`src/core/lhcr_pkg.sv`:
```
package lhcr_pkg;

    // Register byte offsets
    localparam logic [11:0] LHCR_SET_OFS = 12'h050;
    localparam logic [11:0] LHCR_CLR_OFS = 12'h054;

    // Control bit positions
    localparam int LHCR_SWAP_BIT = 30;
    localparam int LHCR_PERM_BIT = 23;
    localparam int LHCR_ENH_BIT = 22;
    localparam int LHCR_LPS_BIT = 19;
    localparam int LHCR_POST_BIT = 18;
    localparam int LHCR_LINK_BIT = 17;
    localparam int LHCR_SRST_BIT = 16;

    // Implemented bits; all others read zero
    localparam logic [31:0] LHCR_IMPL_MASK = 32'h40CF_0000;

    // Reset values of the control fields
    localparam logic LHCR_SWAP_RST = 1'b0;
    localparam logic LHCR_POST_RST = 1'b0;
    localparam logic LHCR_CTRL_RST = 1'b0;

    // Cycles the soft reset spends in LHCR_BUSY; it stays in progress one cycle longer
    localparam logic [7:0] LHCR_SRST_CYCLES = 8'h10;

    // Control outputs toward the link logic
    typedef struct packed {
        logic dataSwap;
        logic phyConfigPermission;
        logic phyEnhancementUse;
        logic linkPowerStatus;
        logic postedWriteAllow;
        logic linkActive;
        logic busConnected;
    } lhcr_ctrl_s;

    // Soft reset sequencer states
    typedef enum logic [1:0] {
        LHCR_IDLE,
        LHCR_BUSY,
        LHCR_DONE
    } lhcr_srst_e;

endpackage

```
`src/core/lhcr_soft_reset.sv`:
```
`timescale 1ns/1ps
`default_nettype none
module lhcr_soft_reset
    import lhcr_pkg::*;
#(
    parameter logic [7:0] CYCLES = LHCR_SRST_CYCLES
) (
    input wire logic sys_clk,
    input wire logic sys_rst,
    input wire logic startPulse,
    output logic busy,
    output logic flushPulse
);
    // Sequencer state and its counter
    lhcr_srst_e state_reg;
    logic [7:0] count_reg;

    // Counts out the reset; a new start while busy is ignored
    always_ff @(posedge sys_clk or posedge sys_rst) begin
        if (sys_rst) begin
            state_reg <= LHCR_IDLE;
            count_reg <= 8'h00;
        end else begin
            case (state_reg)
                LHCR_IDLE: begin
                    if (startPulse) begin
                        state_reg <= LHCR_BUSY;
                        count_reg <= CYCLES;
                    end
                end
                LHCR_BUSY: begin
                    // Counter reaching one ends the reset
                    if (count_reg <= 8'h01) begin
                        state_reg <= LHCR_DONE;
                    end else begin
                        count_reg <= count_reg - 8'h01;
                    end
                end
                default: begin
                    state_reg <= LHCR_IDLE;
                end
            endcase
        end
    end

    assign busy = (state_reg != LHCR_IDLE);
    // Flush strobe on entry so FIFOs empty early in the reset
    assign flushPulse = (state_reg == LHCR_IDLE) && startPulse;
endmodule
`default_nettype wire

```
`src/core/lhcr_top.sv`:
```
// Notes on behaviour
// - Set at 50h, clear at 54h, shared state
// - Reserved bits always read as zero
// - Bit 30 selects DMA data byte swap
// - Bit 23 permission, loadable from EEPROM
// - Bit 19 gates link to PHY traffic
// - Bit 18 enables posting of writes
// - Link active cleared by any reset
// - Software link clear disconnects bus immediately
// - Soft reset clears state and FIFOs
// - Soft reset bit reads one while busy
`timescale 1ns/1ps
`default_nettype none
module lhcr_top
    import lhcr_pkg::*;
#(
    parameter logic [7:0] SRST_CYCLES = LHCR_SRST_CYCLES
) (
    input wire logic sys_clk,
    input wire logic sys_rst,
    input wire logic psel,
    input wire logic penable,
    input wire logic pwrite,
    input wire logic [11:0] paddr,
    input wire logic [31:0] pwdata,
    output logic [31:0] prdata,
    output logic pready,
    output logic pslverr,
    input wire logic eepromValid,
    input wire logic eepromPermission,
    output lhcr_pkg::lhcr_ctrl_s ctrlOut,
    output logic fifoFlush,
    output logic linkStateReset
);
    import lhcr_pkg::*;

    // Control bits
    logic swap_reg;
    logic perm_reg;
    logic enh_reg;
    logic lps_reg;
    logic post_reg;
    logic link_reg;
    // Synchronised EEPROM strobe, two stages
    logic eeValidMeta_reg;
    logic eeValid_reg;
    logic eePermMeta_reg;
    logic eePerm_reg;
    // Soft reset sequencer wiring
    logic srstBusy;
    logic srstFlush;
    logic srstStart;
    logic [31:0] readValue;

    // Access phase decode, answered the same cycle
    logic access;
    logic wrSet;
    logic wrClr;
    logic hit;
    assign access = psel && penable;
    assign hit = (paddr == LHCR_SET_OFS) || (paddr == LHCR_CLR_OFS);
    assign wrSet = access && pwrite && (paddr == LHCR_SET_OFS);
    assign wrClr = access && pwrite && (paddr == LHCR_CLR_OFS);

    // Returns the written bit at a given position
    function automatic logic wbit(input logic [31:0] d, input int pos);
        return d[pos];
    endfunction

    // Soft reset is only started through the set register
    assign srstStart = wrSet && wbit(pwdata, LHCR_SRST_BIT);

    lhcr_soft_reset #(
        .CYCLES(SRST_CYCLES)
    ) u_srst (
        .sys_clk(sys_clk),
        .sys_rst(sys_rst),
        .startPulse(srstStart),
        .busy(srstBusy),
        .flushPulse(srstFlush)
    );

    // EEPROM straps come from outside; synchronise before use
    // Only the second stage of each pair is read by control logic
    always_ff @(posedge sys_clk or posedge sys_rst) begin
        if (sys_rst) begin
            eeValidMeta_reg <= 1'b0;
            eeValid_reg <= 1'b0;
            eePermMeta_reg <= 1'b0;
            eePerm_reg <= 1'b0;
        end else begin
            eeValidMeta_reg <= eepromValid;
            eeValid_reg <= eeValidMeta_reg;
            eePermMeta_reg <= eepromPermission;
            eePerm_reg <= eePermMeta_reg;
        end
    end

    // Byte swap control; soft reset restores its reset value
    always_ff @(posedge sys_clk or posedge sys_rst) begin
        if (sys_rst) begin
            swap_reg <= LHCR_SWAP_RST;
        end else if (srstBusy) begin
            swap_reg <= LHCR_SWAP_RST;
        end else if (wrSet && wbit(pwdata, LHCR_SWAP_BIT)) begin
            swap_reg <= 1'b1;
        end else if (wrClr && wbit(pwdata, LHCR_SWAP_BIT)) begin
            swap_reg <= 1'b0;
        end
    end

    // Permission: loaded from EEPROM, cleared by software only
    always_ff @(posedge sys_clk or posedge sys_rst) begin
        if (sys_rst) begin
            perm_reg <= LHCR_CTRL_RST;
        end else if (eeValid_reg) begin
            // The load is a hardware set and wins over a clear
            perm_reg <= eePerm_reg;
        end else if (wrClr && wbit(pwdata, LHCR_PERM_BIT)) begin
            perm_reg <= 1'b0;
        end
    end

    // Enhancement use; driver discipline keeps it legal
    // Permission and link state are not checked here, by intent
    always_ff @(posedge sys_clk or posedge sys_rst) begin
        if (sys_rst) begin
            enh_reg <= LHCR_CTRL_RST;
        end else if (srstBusy) begin
            enh_reg <= LHCR_CTRL_RST;
        end else if (wrSet && wbit(pwdata, LHCR_ENH_BIT)) begin
            enh_reg <= 1'b1;
        end else if (wrClr && wbit(pwdata, LHCR_ENH_BIT)) begin
            enh_reg <= 1'b0;
        end
    end

    // Link power status gates PHY traffic
    always_ff @(posedge sys_clk or posedge sys_rst) begin
        if (sys_rst) begin
            lps_reg <= LHCR_CTRL_RST;
        end else if (srstBusy) begin
            lps_reg <= LHCR_CTRL_RST;
        end else if (wrSet && wbit(pwdata, LHCR_LPS_BIT)) begin
            lps_reg <= 1'b1;
        end else if (wrClr && wbit(pwdata, LHCR_LPS_BIT)) begin
            lps_reg <= 1'b0;
        end
    end

    // Posted write enable; not qualified by link state in hardware
    always_ff @(posedge sys_clk or posedge sys_rst) begin
        if (sys_rst) begin
            post_reg <= LHCR_POST_RST;
        end else if (srstBusy) begin
            post_reg <= LHCR_POST_RST;
        end else if (wrSet && wbit(pwdata, LHCR_POST_BIT)) begin
            post_reg <= 1'b1;
        end else if (wrClr && wbit(pwdata, LHCR_POST_BIT)) begin
            post_reg <= 1'b0;
        end
    end

    // Link active: forced low by both resets; set blocked while busy
    always_ff @(posedge sys_clk or posedge sys_rst) begin
        if (sys_rst) begin
            link_reg <= 1'b0;
        end else if (srstBusy || srstStart) begin
            link_reg <= 1'b0;
        end else if (wrSet && wbit(pwdata, LHCR_LINK_BIT)) begin
            link_reg <= 1'b1;
        end else if (wrClr && wbit(pwdata, LHCR_LINK_BIT)) begin
            link_reg <= 1'b0;
        end
    end

    // Read image; unlisted bits stay zero by the mask
    always_comb begin
        readValue = 32'h0000_0000;
        readValue[LHCR_SWAP_BIT] = swap_reg;
        readValue[LHCR_PERM_BIT] = perm_reg;
        readValue[LHCR_ENH_BIT] = enh_reg;
        readValue[LHCR_LPS_BIT] = lps_reg;
        readValue[LHCR_POST_BIT] = post_reg;
        readValue[LHCR_LINK_BIT] = link_reg;
        readValue[LHCR_SRST_BIT] = srstBusy;
        readValue = readValue & LHCR_IMPL_MASK;
    end

    // APB answer: no wait states; ready and data from flops
    always_ff @(posedge sys_clk or posedge sys_rst) begin
        if (sys_rst) begin
            pready <= 1'b0;
            pslverr <= 1'b0;
            prdata <= 32'h0000_0000;
        end else if (psel && !penable) begin
            // Setup phase: prepare the answer for the access phase
            pready <= 1'b1;
            pslverr <= !hit;
            if (!pwrite && hit) begin
                prdata <= readValue;
            end else begin
                prdata <= 32'h0000_0000;
            end
        end else begin
            // Access or idle: the answer stands for one cycle only
            pready <= 1'b0;
            pslverr <= 1'b0;
        end
    end

    // Control outputs, registered so they are clean flops
    always_ff @(posedge sys_clk or posedge sys_rst) begin
        if (sys_rst) begin
            ctrlOut <= '0;
            fifoFlush <= 1'b0;
            linkStateReset <= 1'b0;
        end else begin
            ctrlOut.dataSwap <= swap_reg;
            ctrlOut.phyConfigPermission <= perm_reg;
            ctrlOut.phyEnhancementUse <= enh_reg;
            ctrlOut.linkPowerStatus <= lps_reg;
            ctrlOut.postedWriteAllow <= post_reg;
            ctrlOut.linkActive <= link_reg;
            // Disconnect immediately, not waiting on the flop copy
            ctrlOut.busConnected <= link_reg && !(wrClr && wbit(pwdata, LHCR_LINK_BIT));
            fifoFlush <= srstFlush;
            linkStateReset <= srstBusy || srstStart;
        end
    end
endmodule
`default_nettype wire

```
`config.mk`:
```
export PLATFORM = sky130hd
export DESIGN_NAME = lhcr_top
export DESIGN_NICKNAME = d
export VERILOG_FILES = /design/src/core/lhcr_pkg.sv /design/src/core/lhcr_soft_reset.sv /design/src/core/lhcr_top.sv
export SDC_FILE = /design/constraint.sdc
export NUM_CORES = 1
export LEC_CHECK = 0
export ABC_AREA = 0
export BUFFER_PORTS_ARGS = -buffer_cell sky130_fd_sc_hd__buf_2
export CAP_MARGIN = 40
export CORE_ASPECT_RATIO = 1.5
export CORE_MARGIN = 2
export CORE_UTILIZATION = 35
export DETAILED_ROUTE_END_ITERATION = 6
export GPL_TIMING_DRIVEN = 0
export HOLD_SLACK_MARGIN = 0.05
export PLACE_DENSITY = 0.64
export SLEW_MARGIN = 20
export SYNTH_ARGS = -nofsm -noshare
export SYNTH_HDL_FRONTEND = slang
export SYNTH_SLANG_ARGS = --single-unit
```
`constraint.sdc`:
```
create_clock -name sys_clk -period 3.9 [get_ports sys_clk]
set_input_delay 0.39 -clock sys_clk [delete_from_list [all_inputs] [get_ports sys_clk]]
set_output_delay 0.39 -clock sys_clk [all_outputs]
set_load 0.03 [all_outputs]
```
**Word level (Yosys, flattened, before mapping)**

Cells that the tools add are included.

- Output and inout bits: 43
- Bits in registers: 63
- Bits of input ports: 51

- Reduce and logical (&&, ||, !) cells: 37
- $add $sub $neg: 1
- Multiplexer cells: 26
- Equality and inequality tests: 6
- Order comparisons: 1

Operators with widths:

| operator | number |
|---|---|
| $mux W31 | 1 |
| $eq A12 B7 Y1 const B | 2 |
| $logic_and A1 B1 Y1 | 20 |
| $mux W1 | 19 |
| $mux W8 | 2 |
| $pmux W8 S2 | 1 |
| $reduce_bool A3 Y1 | 5 |
| $le A8 B1 Y1 const B | 1 |
| $sub A8 B1 Y8 const B | 1 |
| $reduce_bool A2 Y1 | 3 |
| $logic_not A1 Y1 | 4 |
| $mux W2 | 2 |
| $ne A2 B2 Y1 const B | 2 |
| $pmux W2 S2 | 1 |
| $reduce_and A3 Y1 | 1 |
| $eq A2 B1 Y1 const B | 1 |
| $logic_not A2 Y1 | 1 |
| $logic_or A1 B1 Y1 | 2 |
| $ne A2 B1 Y1 const B | 1 |
| $reduce_and A2 Y1 | 1 |

**Longest topological paths before layout**

Gate-level depths: netlist of run 1.

- Word-level depth: 7
- Depth in mapped cells: 7
- Mapped depth without buffers: 6

**By module**

From an unflattened synthesis of run 1, not the netlist that was laid out.

- Cells, all modules: 152
- Area, all modules: 1,756.7 um^2

Modules (own cells, without submodules):

| module | area each (um^2) | times used | cells each |
|---|---|---|---|
| lhcr_top | 1,214.9 | 1 | 99 |
| lhcr_soft_reset | 541.8 | 1 | 53 |

**Worst setup path before layout of run 1**

Ideal clock, no wire load.

- Path type: in2reg
- Start point: input paddr[9]
- End point: register u_srst.count_reg[2]
- Stages: 4
- Buffers on the path: 0
- Required time: 3.761 ns
- Data arrival time: 1.802 ns
- Path slack: 1.959 ns
- Cells stage by stage: or4_4 -> or3_4 -> nor4_4 -> o21ai_0

- Longest elaborated chain between the ends: 5

Ends and longest elaborated chain:

| item | RTL line | RTL |
|---|---|---|
| start, declared | lhcr_top.sv:24 | `input wire logic [11:0] paddr,` |
| $eq A12 B7 Y1 | lhcr_top.sv:62 | `assign wrSet = access && pwrite && (paddr == LHCR_SET_OFS);` |
| $logic_and A1 B1 Y1 | lhcr_top.sv:62 |  |
| $logic_and A1 B1 Y1 | lhcr_top.sv:71 | `assign srstStart = wrSet && wbit(pwdata, LHCR_SRST_BIT);` |
| $ne A2 B2 Y1 (no source line) | -- |  |
| $reduce_and A3 Y1 (no source line) | -- |  |
| end signal, assigned | lhcr_soft_reset.sv:36 | `count_reg <= count_reg - 8'h01;` |
| end, declared | lhcr_soft_reset.sv:16 | `logic [7:0] count_reg;` |

Every way passes these cells.
A chain may end at the register's enable or synchronous reset.

**Worst setup path after layout of run 1**

- Start point: register u_srst.count_reg[0]
- End point: register u_srst.count_reg[0]

- Longest elaborated chain between the ends: 3
- Elaborated cells between the ends (all ways): 6

Ends and longest elaborated chain:

| item | RTL line |
|---|---|
| $sub A8 B1 Y8 or $le A8 B1 Y1 (tied branches) | lhcr_soft_reset.sv:36, lhcr_soft_reset.sv:33 |
| $mux W8 or $ne A2 B2 Y1 (tied branches) | -- |
| $pmux W8 S2 or $reduce_and A3 Y1 (tied branches) | -- |

Several ways; a longest one is shown, not always the timed one. The select of a mux whose other input is x is not followed.

==> summary.md, run 1 <==
| Metric | Value |
|---|---|
| Critical setup path kind | `register to register` |
| Post-synthesis cell type count | `41` |
| Most frequent cells in the layout | `buf_2 (44), dfrtp_1 (38), buf_4 (25), conb_1 (25), nand2_1 (11)` |
| Total gr overflow | `0` |
| Largest cells by area after synthesis | `dfrtp_1 (54%), buf_4 (11%), a22o_1 (3.5%)` |
| Final Hold Fails | `0` |
| Routability cong. | `0.852` |
| Tightest Pin Transition | `0.489 ns` |
| Final setup viols | `0` |
| Worst-Skew Late Latency | `0.29 ns` |
| Vias in the first global route | `1278` |
| First-pass GRT wire length | `5310 µm` |
| Cell Pwr Density | `337 nW/µm²` |
| Largest net degree at the start of global routing | `30` |
| Initial core utilization | `0.365` |
| Share of cells above drive strength 1 | `0.369` |
| Worst r2r path cells | `7` |
| Final critical-path required period | `2.01 ns` |
| Origin of the critical flop-to-flop path | `u_srst.count_reg[0]` |
| Seq/Total Area, Yosys | `0.537` |
| CTS tree | `built` |
| Fin area | `2280 µm²` |
| Cell Area, Placed | `2180 µm²` |
| Vias per cell | `4.34` |
| Io pins | `94` |
| Fin nets | `288` |
| N_diodes | `0` |
| Ys async rst share | `1.00` |
| Vias | `1311` |
| Core Area | `4850 µm²` |
| Max FFs per register | `8` |
| Row cnt | `31` |
| CP endpoint kind | `register` |
| Post-CTS Setup Inserts | `0` |
| Gr usage total | `0.122` |
| DRT Wirelength | `3260 µm` |
| Syn-to-layout area delta | `29.0%` |
| Sink Count | `38` |
| Warnings from Yosys | `0` |
| Hold depth | `1` |
| Static leakage | `1.20 nW` |
| Routed Antenna Nets | `0` |
| CTS Buf Count | `5` |
| Root Driver | `clkbuf_8` |
| Rel. slew slack | `0.672` |
| Worst Hold Path EP | `eePermMeta_reg` |
| Routed len/inst | `10.8 µm` |
| Reg-to-reg endpoint | `u_srst.count_reg[0]` |
| Initial antenna violation count | `0` |
| Fmax | `499 MHz` |
| Most common cell after layout, fill and taps aside | `buf_2` |
| CTS H-tree lvls | `2` |
| Setup TNS Final | `0 ns` |
| Status | `completed` |
| Iter 0 DRT Violations | `39` |
| Arr. time, crit path | `2.18 ns` |
| Clock-pin slew on the worst setup and hold paths | `0.07 ns` |
| Post-layout power | `770 µW` |
| Area share of the largest cell type after synthesis | `0.537` |
| Hold slack | `0.211 ns` |
| Main synth FF type | `dfrtp_1` |
| CTS Buffer Depth | `2` |
| DIE AREA | `5650 µm²` |
| Detailed-route DRC error count | `0` |
| Clock Skew | `0.00657 ns` |
| Post-synthesis cell count | `159` |
| Leading area contributor after synthesis | `dfrtp_1` |
| Max Cap Viol | `0` |
| Synth Cell Area | `1770 µm²` |
| Post-Syn Area per Cell | `11.1 µm²` |
| Hold Crit Start | `eepromPermission` |
| Critical Path Fanout Max | `8` |
| Hold/Removal Path Class | `primary input to register` |
| Tcrit/Tclk final | `0.514` |
| Worst setup path start | `u_srst.count_reg[0]` |
| Reg2reg setup slack | `1.89 ns` |
| WP data required | `4.08 ns` |
| FF+latch count, synth | `38` |
| RSZ-0062 raised after global routing | `false` |
| EDFF count, synth | `0` |
| First-pass detailed-route iteration total | `4` |
| Peak VDD IR | `0.000143 V` |
| Crit start category | `register` |
| Die Y | `91.1 µm` |
| # port buffers | `43` |
| Die Wd | `62.1 µm` |
| Max-slew violations | `0` |
==> worst max-delay path by stage <==
stage / slack (ns) / to / cells after the start
2_1_floorplan: 1.96 / u_srst.count_reg[2] / 4
3_3_place_gp: 1.59 / enh_reg / 6
3_5_place_dp: 1.55 / lps_reg / 6
4_1_cts: 1.85 / lps_reg / 6
5_1_grt: 1.77 / lps_reg / 6
6_report: 1.89 / u_srst.count_reg[0] / 7
==> area by class of cell <==
type	count	area (µm²)
Buffer	30	208
Clock inverter	2	12.5
Multi-Input combinational cell	110	683
Timing Repair Buffer	45	245
Fill cell	463	2560
Sequential cell	38	951
Clock buffer	6	82.6
Tap cell	66	82.6
Inverter	5	18.8
==> synthesized netlist by cell type, types with 2 or more instances <==
| master | instances |
|---|---|
| a21o_1 | 3 |
| a21oi_1 | 7 |
| a22o_1 | 7 |
| a311oi_1 | 5 |
| and2_1 | 2 |
| buf_4 | 25 |
| clkbuf_1 | 4 |
| dfrtp_1 | 38 |
| ha_1 | 2 |
| inv_1 | 5 |
| nand2_1 | 11 |
| nand2b_1 | 5 |
| nand3_1 | 3 |
| nor2_1 | 5 |
| nor3_1 | 2 |
| nor4_1 | 3 |
| o21ai_0 | 2 |
| o22ai_1 | 3 |
| or2_2 | 2 |
| or3_1 | 4 |
==> where the power goes <==
group | internal (mW) | total [mW] | switching (mW) | leakage [nW]
combinational | 0.0336 | 0.0918 | 0.0581 | 0.673
sequential | 0.399 | 0.400 | 0.00164 | 0.480
clock | 0.142 | 0.278 | 0.136 | 0.0472
==> stage by stage <==
stage	util	worst slack (ns)	instances
finish	0.471	1.89	302
global route	0.471	1.77	302
CTS	0.471	1.85	302
detailed placement	0.449	1.55	293
global placement	0.445	1.59	292
floorplan	-	1.96	183
==> worst max-delay path, cell delays in order, from the launching register on <==
cell      delay [ns]
dfrtp_1         0.35
clkbuf_1        0.27
inv_1           0.10
ha_1            0.25
or2_2           0.35
nor4bb_1        0.16
a221o_1         0.26
a21o_1          0.15
==> metal layers <==
metal  share of wire  global-route usage  vias up
met2            0.56               0.232       47
met3           0.069              0.0299        5
met5               0                   0        -
li1                -                   -      669
met4           0.019              0.0567        0
met1            0.36               0.110      590
==> logic make-up (layout without fill, tap and decap cells) <==
| kind of cell | after synthesis | count (layout) | share of synthesized area |
|---|---|---|---|
| AO/OA/AOI/OAI | 33 | 33 | 0.139 |
| XOR/XNOR | 1 | 1 | 0.00495 |
| adder cells (fa/ha/maj) | 2 | 2 | 0.0141 |
| buffers and inverters | 35 | 88 | 0.128 |
| flip-flops | 38 | 38 | 0.537 |
| multiplexers | 1 | 1 | 0.00565 |
| other | 1 | 25 | 0.00212 |
| AND/OR/NAND/NOR | 48 | 48 | 0.170 |
==> repair_timing <==
action / 4_1_cts / 5_1_grt
gates resized for setup: 0 / 0
hold endpoints to repair: 9 / 0
setup endpoints to repair: 0 / 0
hold buffers: 1 / 0
No activity file was read; power rests on OpenSTA's default activity.
==> run 2, diff against run 1 <==
==> constraint.sdc (replaced) <==
create_clock -name sys_clk -period 2.03 [get_ports sys_clk]
set_input_delay 0.203 -clock sys_clk [delete_from_list [all_inputs] [get_ports sys_clk]]
set_output_delay 0.203 -clock sys_clk [all_outputs]
set_load 0.03 [all_outputs]
==> summary.md, run 2 (synthesis gave the netlist of run 1 again) <==
| Metric | Value |
|---|---|
| Cell Area, Placed | `2180 µm²` |
| Rel. slew slack | `0.672` |
| Logic pwr share | `0.121` |
| CTS H-tree lvls | `2` |
| Core Area | `4850 µm²` |
| Hold/Removal Path Class | `primary input to register` |
| Status | `completed` |
| Worst setup path start | `u_srst.count_reg[0]` |
| CTS Buffer Depth | `2` |
| Post-CTS Setup Inserts | `0` |
| Hold Crit Start | `pwdata[22]` |
| Arr. time, crit path | `2.04 ns` |
| Iter 0 DRT Violations | `47` |
| Sw Pwr | `378 µW` |
| Reg-to-reg endpoint | `u_srst.count_reg[0]` |
| Critical Path Fanout Max | `9` |
| Sink Count | `38` |
| Io pins | `94` |
| Clock-pin slew on the worst setup and hold paths | `0.07 ns` |
| Vias in the first global route | `1293` |
| Detailed-route DRC error count | `0` |
| Sequential power share | `0.519` |
| CP endpoint kind | `register` |
| Worst Hold Path EP | `enh_reg` |
| Worst r2r path cells | `6` |
| Clock Skew | `0.00629 ns` |
| Share of cells above drive strength 1 | `0.367` |
| Most frequent cells in the layout | `buf_2 (44), dfrtp_1 (38), buf_4 (25), conb_1 (25), nand2_1 (11)` |
| Root Driver | `clkbuf_8` |
| Routed len/inst | `10.9 µm` |
| Hold slack | `0.126 ns` |
| Gr usage total | `0.124` |
| Largest net degree at the start of global routing | `30` |
| Initial core utilization | `0.365` |
| Internal power | `1.11 mW` |
| WP data required | `2.21 ns` |
| Clock Power Share | `0.360` |
| Critical setup path kind | `register to register` |
| Cell Pwr Density | `645 nW/µm²` |
| Row cnt | `31` |
| First-pass detailed-route iteration total | `4` |
| Die Wd | `62.1 µm` |
| # port buffers | `43` |
| Initial antenna violation count | `0` |
| Fmax | `537 MHz` |
| Routed Antenna Nets | `0` |
| RSZ-0062 raised after global routing | `false` |
| Post-layout power | `1.48 mW` |
| Setup TNS Final | `0 ns` |
| Hold depth | `2` |
| Worst-Skew Late Latency | `0.29 ns` |
| N_diodes | `0` |
| Tightest Pin Transition | `0.489 ns` |
| Max Cap Viol | `0` |
| DRT Wirelength | `3300 µm` |
| CTS Buf Count | `5` |
| Switching Share | `0.255` |
| Fin area | `2300 µm²` |
| Origin of the critical flop-to-flop path | `u_srst.count_reg[0]` |
| Max-slew violations | `0` |
| Reg2reg setup slack | `0.17 ns` |
| Final Hold Fails | `0` |
| # resized after CTS | `0` |
| Total gr overflow | `0` |
| Static leakage | `1.21 nW` |
| Final setup viols | `0` |
| Final critical-path required period | `1.86 ns` |
| CTS tree | `built` |
| Syn-to-layout area delta | `29.9%` |
| Vias per cell | `4.38` |
| Max FFs per register | `8` |
| Tcrit/Tclk final | `0.918` |
| First-pass GRT wire length | `5390 µm` |
| DIE AREA | `5650 µm²` |
| Most common cell after layout, fill and taps aside | `buf_2` |
| Vias | `1328` |
| Fin nets | `289` |
| Routability cong. | `0.852` |
| Peak VDD IR | `0.000276 V` |
| Crit start category | `register` |
| Die Y | `91.1 µm` |
[run 2: changes by cell type in the layout (fill, tap and decap cells not counted), sizes merged]
cell	before	now
dlygate4sd3	1	3
clkbuf	10	9
[run 2: worst max-delay path by stage]
stage / cells past startpoint / end / slack, ns
final: 6 / u_srst.count_reg[0] / 0.17
after global routing: 6 / u_srst.count_reg[6] / 0.08
after CTS: 7 / u_srst.count_reg[0] / 0.01
after detailed placement: 6 / lps_reg / -0.13
after global placement: 6 / enh_reg / -0.09
after floorplan: 7 / u_srst.count_reg[0] / 0.22
[run 2: per-layer routing]
metal	part of all wire	track usage	up-vias
li1	-	-	670
met1	0.35	0.112	602
met2	0.56	0.237	51
met3	0.072	0.0299	5
met4	0.019	0.0567	0
met5	0	0	-
[run 2: power groups by stage]
stage	registers, mW	logic, mW	clock network, mW
2_1_floorplan	0.792	0.124	0
4_1_cts	0.769	0.180	0.550
6_report	0.769	0.180	0.535
3_5_place_dp	0.784	0.175	0
5_1_grt	0.770	0.195	0.580
3_3_place_gp	0.784	0.170	0
[run 2: worst max-delay path: stages (launching register included)]
cell      delay [ns]
dfrtp_1         0.49
inv_1           0.10
ha_1            0.24
or2_2           0.35
nor4bb_1        0.16
a221o_1         0.26
a21o_1          0.15
[run 2: what timing repair did]
item / in CTS / in global routing
endpoints found under the setup margin: 0 / 3
hold endpoints to repair: 11 / 0
hold buffers: 3 / 0
[run 2: final cells by class]
type                    instances  area [µm²]
plain buffers                  29         204
clock inverters                 2        12.5
clock buffers                   6        82.6
inverters                       5        18.8
multi-input cells             110         683
flip-flops and latches         38         951
fillers                       464        2550
well taps                      66        82.6
repair buffers                 47         265
[run 2: through the flow]
stage / cells / setup WS, ns / utilization
2_1_floorplan: 183 / 0.220 / -
3_3_place_gp: 292 / -0.0884 / 0.445
3_5_place_dp: 293 / -0.129 / 0.449
4_1_cts: 304 / 0.0149 / 0.475
5_1_grt: 303 / 0.0823 / 0.474
6_report: 303 / 0.166 / 0.474
